--- config.mk ---
export PLATFORM = sky130hd
export DESIGN_NAME = pfcu_flow
export DESIGN_NICKNAME = d
export VERILOG_FILES = /design/src/rtl/pfcu_pkg.sv /design/src/rtl/pfcu_flow.sv /design/src/rtl/pfcu_stack.sv
export VERILOG_INCLUDE_DIRS = /design/src /design/src/rtl
export SDC_FILE = /design/constraint.sdc
export NUM_CORES = 1
export LEC_CHECK = 0
export CAP_MARGIN = 30
export CORE_ASPECT_RATIO = 0.5
export CORE_UTILIZATION = 57
export DETAILED_ROUTE_END_ITERATION = 8
export DONT_BUFFER_PORTS = 1
export GPL_TIMING_DRIVEN = 1
export HOLD_SLACK_MARGIN = 0.02
export PLACE_DENSITY = 0.73
export SKIP_LAST_GASP = 1
export SYNTH_ARGS = -nofsm -noshare
export SYNTH_HDL_FRONTEND = slang
export SYNTH_SLANG_ARGS = --single-unit
--- constraint.sdc ---
create_clock -name clk -period 3.3 [get_ports clk]
set_input_delay 0.495 -clock clk [delete_from_list [all_inputs] [get_ports clk]]
set_output_delay 0.495 -clock clk [all_outputs]
set_load 0.02 [all_outputs]
--- src/rtl/pfcu_cfg.svh ---
// Purpose: constants of the program flow control unit
// Assumes: 16-bit instruction words, 32-bit APB slave, byte addresses
// Notes:   definitions only
`ifndef PFCU_CFG_SVH
`define PFCU_CFG_SVH

// ****************************************
// instruction fields
// ****************************************
`define PFCU_F_OP      15:11
`define PFCU_F_3       10:8
`define PFCU_F_4       7:4
`define PFCU_F_0       3:0
`define PFCU_F_ADDR    10:0
`define PFCU_OP_SYS    5'h07
`define PFCU_OP_JMP    5'h0C
`define PFCU_OP_CALL   5'h1C
`define PFCU_F3_A      3'h0
`define PFCU_F3_B      3'h1
`define PFCU_F3_STOP   3'h2
`define PFCU_F3_HALT   3'h3
`define PFCU_F3_C      3'h4
`define PFCU_F4_BRAR   4'h4
`define PFCU_F4_CALLAR 4'h5
`define PFCU_F4_EXIT   4'hE
`define PFCU_F4_CTL    4'hF
`define PFCU_F0_ZERO   4'h0

// ****************************************
// register map and reset values
// ****************************************
`define PFCU_REG_CTRL  8'h00
`define PFCU_REG_TGT   8'h04
`define PFCU_REG_PSW   8'h08
`define PFCU_REG_EN    8'h0C
`define PFCU_REG_REQ   8'h10
`define PFCU_REG_STAT  8'h14
`define PFCU_CTRL_GIE  0
`define PFCU_PC_RST    11'h000
`define PFCU_PSW_RST   4'h0
`define PFCU_VEC_BASE  11'h004
`define PFCU_TGT_W     10
`define PFCU_PSW_W     4

`endif

--- src/rtl/pfcu_pkg.sv ---
// Purpose: types of the program flow control unit
// Assumes: nothing
// Notes:   gray codes along run -> halt and run -> stop
`default_nettype none
package pfcu_pkg;
   typedef enum logic [1:0] {
      PFCU_RUN  = 2'h0,
      PFCU_HALT = 2'h1,
      PFCU_STOP = 2'h2
   } pfcu_state_t;
endpackage
`default_nettype wire

--- src/rtl/pfcu_flow.sv ---
// Purpose: program flow unit: jumps, calls, returns, interrupt gating, stop, halt
// Assumes: one instruction per clock while running, APB register access
// Notes:   stop only reports clock_stopped; the clock generator gates the clock
//
// Design decisions made here: the placing of the registers and the APB interface to the registers.
`include "pfcu_cfg.svh"
`default_nettype none
module pfcu_flow
   import pfcu_pkg::*;
#(
   parameter int NIRQ  = 4,
   parameter int DEPTH = 5
) (
   input  wire logic        clk,
   input  wire logic        arst_n,
   input  wire logic [7:0]  paddr,
   input  wire logic        psel,
   input  wire logic        penable,
   input  wire logic        pwrite,
   input  wire logic [31:0] pwdata,
   output logic             pready,
   output logic      [31:0] prdata,
   output logic             pslverr,
   input  wire logic        instr_valid,
   input  wire logic [15:0] instr,
   input  wire logic [3:0]  irq_pin,
   input  wire logic        wake_pin,
   output logic      [10:0] program_counter,
   output logic             skip_active,
   output logic             cpu_halted,
   output logic             clock_stopped,
   output logic             irq_taken
);
   localparam int PW = 11;
   localparam int SW = `PFCU_PSW_W;
   localparam int TW = `PFCU_TGT_W;
   localparam int AW = $clog2(DEPTH + 1);
   localparam int IW = $clog2(NIRQ);

   // lowest source number wins when several are pending
   function automatic logic [IW-1:0] pfcu_first(input logic [NIRQ-1:0] v);
      logic [IW-1:0] r;
      r = '0;
      for (int i = NIRQ - 1; i >= 0; i--) begin
         if (v[i]) begin
            r = IW'(i);
         end
      end
      return r;
   endfunction

   function automatic logic [PW-1:0] pfcu_inc(input logic [PW-1:0] a);
      return a + PW'(1);
   endfunction

   logic [NIRQ-1:0] irq_meta;
   logic [NIRQ-1:0] irq_sync;
   logic [NIRQ-1:0] irq_prev;
   logic [NIRQ-1:0] irq_req;
   logic [NIRQ-1:0] src_en;
   logic            wake_meta;
   logic            wake_sync;
   logic            wake_prev;
   logic [TW-1:0]   target;
   logic [SW-1:0]   psw;
   logic            global_irq_enable;
   logic [3:0]      rel_cond;
   pfcu_state_t     state;
   pfcu_state_t     next_state;
   wire  [PW-1:0]   ret_top;
   wire  [AW-1:0]   sp;
   wire  [SW-1:0]   save_top;

   // ****************************************
   // pin synchronisers
   // ****************************************
   always_ff @(posedge clk or negedge arst_n) begin
      if (!arst_n) begin
         irq_meta  <= '0;
         irq_sync  <= '0;
         irq_prev  <= '0;
         wake_meta <= 1'b0;
         wake_sync <= 1'b0;
         wake_prev <= 1'b0;
      end else begin
         irq_meta  <= irq_pin[NIRQ-1:0];
         irq_sync  <= irq_meta;
         irq_prev  <= irq_sync;
         wake_meta <= wake_pin;
         wake_sync <= wake_meta;
         wake_prev <= wake_sync;
      end
   end

   wire [NIRQ-1:0] irq_rise  = irq_sync & ~irq_prev;
   wire            wake_rise = wake_sync & ~wake_prev;

   // ****************************************
   // decode
   // ****************************************
   wire [4:0] f_op = instr[`PFCU_F_OP];
   wire [2:0] f_3  = instr[`PFCU_F_3];
   wire [3:0] f_4  = instr[`PFCU_F_4];
   wire [3:0] f_0  = instr[`PFCU_F_0];
   wire sys   = f_op == `PFCU_OP_SYS;
   wire z0    = f_0 == `PFCU_F0_ZERO;
   wire is_jmp    = f_op == `PFCU_OP_JMP;
   wire is_call   = f_op == `PFCU_OP_CALL;
   wire is_brar   = sys & (f_3 == `PFCU_F3_A) & (f_4 == `PFCU_F4_BRAR) & z0;
   wire is_callar = sys & (f_3 == `PFCU_F3_A) & (f_4 == `PFCU_F4_CALLAR) & z0;
   wire is_ret    = sys & (f_3 == `PFCU_F3_A) & (f_4 == `PFCU_F4_EXIT) & z0;
   wire is_exit_and_skip  = sys & (f_3 == `PFCU_F3_B) & (f_4 == `PFCU_F4_EXIT) & z0;
   wire is_interrupt_exit   = sys & (f_3 == `PFCU_F3_C) & (f_4 == `PFCU_F4_EXIT) & z0;
   wire is_ei     = sys & (f_3 == `PFCU_F3_A) & (f_4 == `PFCU_F4_CTL) & z0;
   wire is_di     = sys & (f_3 == `PFCU_F3_B) & (f_4 == `PFCU_F4_CTL) & z0;
   wire is_stop   = sys & (f_3 == `PFCU_F3_STOP) & (f_4 == `PFCU_F4_CTL);
   wire is_halt   = sys & (f_3 == `PFCU_F3_HALT) & (f_4 == `PFCU_F4_CTL);
   wire is_nop    = sys & (f_3 == `PFCU_F3_C) & (f_4 == `PFCU_F4_CTL) & z0;
   wire flow_mod  = is_jmp | is_call | is_brar | is_callar | is_ret | is_exit_and_skip | is_interrupt_exit;

   // a skipped instruction still takes its cycle but changes nothing else
   wire advance = instr_valid & (state == PFCU_RUN);
   wire exec    = advance & ~skip_active;

   // ****************************************
   // interrupt acceptance
   // ****************************************
   wire [NIRQ-1:0] pend     = irq_req & src_en;
   // irq-off must also shut the gate at its own edge, or an entry slips in after it
   wire            irq_open = global_irq_enable & ~(exec & (is_ei | is_di));
   wire            take_irq = advance & irq_open & (|pend)
                              & ~(exec & (flow_mod | is_stop | is_halt));
   wire [IW-1:0]   irq_idx  = pfcu_first(pend);
   wire [PW-1:0]   vector   = `PFCU_VEC_BASE + PW'(irq_idx);
   wire [NIRQ-1:0] irq_ack  = take_irq ? (NIRQ'(1) << irq_idx) : '0;

   // ****************************************
   // program counter and stacks
   // ****************************************
   wire [PW-1:0] pc_inc    = pfcu_inc(program_counter);
   wire [PW-1:0] target_pc = PW'(target);
   wire          push_ret  = (exec & (is_call | is_callar)) | take_irq;
   wire          pop_ret   = exec & (is_ret | is_exit_and_skip | is_interrupt_exit);
   wire [PW-1:0] next_pc   =
      take_irq                        ? vector              :
      (exec & (is_jmp | is_call))     ? instr[`PFCU_F_ADDR] :
      (exec & (is_brar | is_callar))  ? target_pc           :
      pop_ret                         ? ret_top             :
      advance                         ? pc_inc              : program_counter;

   pfcu_stack #(
      .DW    (PW),
      .DEPTH (DEPTH),
      .AW    (AW)
   ) u_ret (
      .clk    (clk),
      .arst_n (arst_n),
      .push   (push_ret),
      .pop    (pop_ret),
      .wdata  (pc_inc),
      .top    (ret_top),
      .sp     (sp)
   );

   // status save stack follows interrupts only, not plain calls
   pfcu_stack #(
      .DW    (SW),
      .DEPTH (DEPTH),
      .AW    (AW)
   ) u_save (
      .clk    (clk),
      .arst_n (arst_n),
      .push   (take_irq),
      .pop    (exec & is_interrupt_exit),
      .wdata  (psw),
      .top    (save_top),
      .sp     ()
   );

   // ****************************************
   // apb slave
   // ****************************************
   wire apb_setup = psel & penable & ~pready;
   wire apb_wr    = psel & penable & pready & pwrite;
   wire hit_ctrl  = paddr == `PFCU_REG_CTRL;
   wire hit_tgt   = paddr == `PFCU_REG_TGT;
   wire hit_psw   = paddr == `PFCU_REG_PSW;
   wire hit_en    = paddr == `PFCU_REG_EN;
   wire hit_req   = paddr == `PFCU_REG_REQ;
   wire hit_stat  = paddr == `PFCU_REG_STAT;
   wire mapped    = hit_ctrl | hit_tgt | hit_psw | hit_en | hit_req | hit_stat;
   wire [31:0] rd_mux =
      hit_ctrl ? 32'(global_irq_enable) :
      hit_tgt  ? 32'(target)            :
      hit_psw  ? 32'(psw)               :
      hit_en   ? 32'(src_en)            :
      hit_req  ? 32'(irq_req)           :
      hit_stat ? 32'({state, 1'b0, sp, 1'b0, program_counter}) : 32'h0000_0000;

   always_ff @(posedge clk or negedge arst_n) begin
      if (!arst_n) begin
         pready  <= 1'b0;
         prdata  <= 32'h0000_0000;
         pslverr <= 1'b0;
      end else begin
         pready  <= apb_setup;
         prdata  <= (apb_setup & ~pwrite) ? rd_mux : prdata;
         pslverr <= apb_setup & ~mapped;
      end
   end

   // ****************************************
   // flags and control state
   // ****************************************
   // write-one-to-clear loses against a request edge in the same cycle
   wire [NIRQ-1:0] req_clr  = (apb_wr & hit_req) ? pwdata[NIRQ-1:0] : '0;
   wire [NIRQ-1:0] next_req = (irq_req & ~(req_clr | irq_ack)) | irq_rise;
   wire next_gie =
      (exec & is_ei)             ? 1'b1 :
      ((exec & is_di) | take_irq) ? 1'b0 :
      (apb_wr & hit_ctrl)        ? pwdata[`PFCU_CTRL_GIE] : global_irq_enable;
   wire [SW-1:0] next_psw =
      (exec & is_interrupt_exit)   ? save_top :
      (apb_wr & hit_psw) ? pwdata[SW-1:0] : psw;
   wire release_now = (|(rel_cond[NIRQ-1:0] & irq_req)) | wake_rise;

   always_comb begin
      next_state = state;
      unique case (state)
         PFCU_RUN: begin
            if (exec & is_stop) begin
               next_state = PFCU_STOP;
            end else if (exec & is_halt) begin
               next_state = PFCU_HALT;
            end
         end
         PFCU_HALT, PFCU_STOP: begin
            if (release_now) begin
               next_state = PFCU_RUN;
            end
         end
         default: begin
            next_state = PFCU_RUN;
         end
      endcase
   end

   always_ff @(posedge clk or negedge arst_n) begin
      if (!arst_n) begin
         program_counter   <= `PFCU_PC_RST;
         skip_active       <= 1'b0;
         global_irq_enable <= 1'b0;
         psw               <= `PFCU_PSW_RST;
         irq_req           <= '0;
         irq_taken         <= 1'b0;
      end else begin
         program_counter   <= next_pc;
         skip_active       <= advance ? (exec & is_exit_and_skip) : skip_active;
         global_irq_enable <= next_gie;
         psw               <= next_psw;
         irq_req           <= next_req;
         irq_taken         <= take_irq;
      end
   end

   always_ff @(posedge clk or negedge arst_n) begin
      if (!arst_n) begin
         state         <= PFCU_RUN;
         cpu_halted    <= 1'b0;
         clock_stopped <= 1'b0;
         rel_cond      <= 4'h0;
      end else begin
         state         <= next_state;
         cpu_halted    <= next_state != PFCU_RUN;
         clock_stopped <= next_state == PFCU_STOP;
         rel_cond      <= (exec & (is_stop | is_halt)) ? f_0 : rel_cond;
      end
   end

   always_ff @(posedge clk or negedge arst_n) begin
      if (!arst_n) begin
         target <= '0;
         src_en <= '0;
      end else begin
         target <= (apb_wr & hit_tgt) ? pwdata[TW-1:0] : target;
         src_en <= (apb_wr & hit_en) ? pwdata[NIRQ-1:0] : src_en;
      end
   end
endmodule
`default_nettype wire

--- src/rtl/pfcu_stack.sv ---
// Purpose: descending stack, pointer decremented before a push
// Assumes: push and pop never in the same cycle
// Notes:   overflow is not flagged; a push beyond depth writes nothing but still moves the pointer
`include "pfcu_cfg.svh"
`default_nettype none
module pfcu_stack #(
   parameter int DW    = 11,
   parameter int DEPTH = 5,
   parameter int AW    = 3
) (
   input  wire logic          clk,
   input  wire logic          arst_n,
   input  wire logic          push,
   input  wire logic          pop,
   input  wire logic [DW-1:0] wdata,
   output logic      [DW-1:0] top,
   output logic      [AW-1:0] sp
);
   logic [DW-1:0] mem [DEPTH];
   wire  [AW-1:0] sp_dec = sp - AW'(1);
   wire  [AW-1:0] sp_inc = sp + AW'(1);
   wire           in_rng = sp < AW'(DEPTH);
   wire           wr_ok  = sp_dec < AW'(DEPTH);

   // empty stack reads zero rather than an undefined entry
   assign top = in_rng ? mem[sp] : '0;

   always_ff @(posedge clk or negedge arst_n) begin
      if (!arst_n) begin
         sp <= AW'(DEPTH);
      end else if (push) begin
         sp <= sp_dec;
      end else if (pop) begin
         sp <= sp_inc;
      end
   end

   always_ff @(posedge clk) begin
      if (push && wr_ok) begin
         mem[sp_dec] <= wdata;
      end
   end
endmodule
`default_nettype wire

==> impl_metrics.csv <==
group,metric,value,unit
logic_synthesis,synthTopCellsByArea,"edfxtp_1 31%, dfrtp_1 27%, mux2i_1 3.9%",
logic_synthesis,syn_inst,608,
cts,cts_max_level,4,
worst_setup_path,critical_path_class,"reg2reg",
detailed_routing,avgRoutedWirePerCell,21.3,µm
timing,max_slew_margin,50.0,%
worst_setup_path,end_kind,"register",
logic_synthesis,yosys.area.top_type,"edfxtp_1",
timing,finalCriticalPeriod,2910,ps
finish,area_growth,11.2,%
floorplanning,dieHeight,82.3,µm
worst_setup_path,critPathMaxFanout,7,
place,place_area,7520,µm²
detailed_routing,dr_wl_met3,1.36,mm
logic_synthesis,synthDistinctLibCells,69,
outcome,outcome,"complete, no violations",
cts,worstSkewPairLatency,420,ps
finish,final_common_cell,"dfrtp_1",
global_routing,grt_pass1_wl,26.8,mm
pwr,p_leak,3.33,nW
logic_synthesis,yosysWarnings,0,
cts,cts_tree,"done",
logic_synthesis,ys_ff_latch,158,
timing,skew,12.0,ps
timing,setup_viol,0,
detailed_routing,drt-pass1-iter-count,6,
timing,setup_tns,0,ps
pwr,total_power,5.11,mW
worst_setup_path,startpoint_type,"register",
cts,cts_made_buffers,17,
flow_run,cap_violations,0,
pwr,ir_drop,0.000383,V
detailed_routing,wirelength_met1,7.15,mm
timing,tightest_slew,749,ps
floorplanning,num_rows,28,
timing,slew_violations,0,
pwr,powerDensity,625,nW/µm²
global_routing,track_usage,27.3,%
logic_synthesis,synth_top_area_share,30.6,%
logic_synthesis,avgSynthCellArea,12.1,µm²
detailed_routing,ant_nets,0,
cts,cts.path.max_buffers,2,
timing,max_freq,343,MHz
place,gp_congestion,0.865,
cts,clkSinkCount,158,
finish,layout.nets,690,
worst_setup_path,crit_arrival,3030,ps
detailed_routing,top_layer,"met4",
detailed_routing,viasPerCell,6.33,
logic_synthesis,syn_area,7350,µm²
floorplanning,die_x,163,µm
detailed_routing,wl,16.9,mm
floorplanning,ios,116,
finish,fin_area,8180,µm²
timing,finalHoldViolations,0,
cts,root_buffer,"clkbuf_16",
global_routing,grt_pass1_vias,4830,
cts,clk_pin_slew,70,ps
finish,layout_common_cells,"79 x dfrtp_1, 75 x edfxtp_1, 50 x nand2_1, 40 x a21oi_1, 37 x o21ai_0",
place,io_buffers,0,
timing,rsz0062_at_grt,"no",
finish,antenna_cells,0,
timing,period_share,88.3,%
detailed_routing,vias,5026,
global_routing,grt_max_degree,84,
logic_synthesis,synthFlopType,"dfrtp_1",
floorplanning,core-area,12200,µm²
finish,final_layout_size_suffix_gt1_share,15.4,%
logic_synthesis,synth-async-reset-ratio,52.5,%
global_routing,overflow,0,
logic_synthesis,seq_area_frac_synth,59.0,%
global_routing,antenna_found_initial,0,
detailed_routing,drc_errors,0,
worst_hold_path,min_path_type,"in2reg",
detailed_routing,drtIter0Drc,589,
floorplanning,dieArea,13400,µm²
place,hpwl,11.5,mm
worst_setup_path,cp.required,3420,ps
floorplanning,floorplan.initialDensity,60.3,%
timing,holdWs,101,ps
detailed_routing,wl_met2,7.96,mm
logic_synthesis,synth_edf_count,75,
cts,post_cts_buffers,0,
[timing repair]
item	in CTS	in global routing
endpoints found under the hold margin	83	0
resized for setup	0	0
hold buffers	2	0
[worst max-delay path, cell delays in order (launching register included)]
cell and delay (ps):
dfrtp_1 420, inv_1 100, ha_1 240, nand3_1 120
a31oi_1 320, o2111ai_4 200, inv_4 80, o21ai_0 150
nor3b_1 670, buf_4 300
[path summary, 6_finish.rpt]
path | cells past startpoint | from | slack [ps] | to
min in group asynchronous | 2 | arst_n | 690 | rel_cond[1]
setup reg to reg | 9 | state[1] | 390 | u_ret.mem[1][10]
max in group asynchronous | 2 | arst_n | 2280 | u_save.sp[0]
hold reg to reg | 0 | irq_meta[2] | 350 | irq_sync[2]
setup / recovery | 9 | state[1] | 390 | u_ret.mem[1][10]
hold / removal | 0 | wake_pin | 100 | wake_meta
[power by group]
part / internal, mW / switching [mW]
clock: 1.27 / 0.787
combinational: 0.236 / 0.423
sequential: 2.21 / 0.186
total: 3.71 / 1.40
[synth_stat cells, drive strengths merged (3+ instances only)]
cell type  instances
nor2              28
clkbuf            21
nand2             51
a32o               4
a21oi             40
edfxtp            75
buf               27
and3               7
o32ai              3
a22o              12
a221oi             5
a22oi             19
nand3             13
nor4               7
o21ai             37
mux2              21
dfrtp             79
nor3b              4
and4               4
nand4              4
dfstp              4
a211oi             3
nand2b             3
mux2i             29
o31ai              8
mux4               4
ha                 7
inv               16
xnor2             10
nand3b             3
or3                3
nor3              19
xor2               4
[routing by layer]
layer | vias up | GRT usage (%)
met3 | 43 | 6.24
met5 | - | 0
met2 | 244 | 43.7
met4 | 0 | 12.1
li1 | 2270 | -
met1 | 2469 | 36.4
[registers in the layout, indices dropped and copies added, names as in the netlist, 2 cells and up]
register / flops
u_save.sp: 3
rel_cond: 4
irq_req: 4
state: 2
u_ret.mem: 55
irq_sync: 4
u_ret.sp: 3
target: 10
program_counter: 11
irq_prev: 4
psw: 4
prdata: 16
u_save.mem: 20
irq_meta: 4
src_en: 4
[kinds of logic (layout without fill, tap and decap cells)]
logic type,after synthesis,after routing,synth area share [%]
simple gates,160,160,11.7
flops,158,158,59.0
compound gates,150,150,13.7
buf+inv,64,70,4.34
mux,54,54,8.39
xor+xnor,14,14,1.67
fa+ha+maj,7,7,1.19
other cells,1,16,0.0510
[cell type report]
type	count	area [µm²]
clock buffer	19	433
clock inverter	13	188
fill	854	4020
inverter	16	62.6
multi-input combinational	401	2760
sequential	158	4330
tap	165	206
timing repair buffer	22	191
[through the flow]
| stage | utilization [%] | instances | worst slack [ps] |
|---|---|---|---|
| 6_report | 67.1 | 794 | 387 |
| 5_1_grt | 67.1 | 794 | 161 |
| 4_1_cts | 67.1 | 794 | 383 |
| 3_5_place_dp | 61.7 | 760 | 278 |
| 3_3_place_gp | 61.6 | 759 | 311 |
| 2_1_floorplan | - | 623 | 209 |
Power figures use the tool's default switching activity.
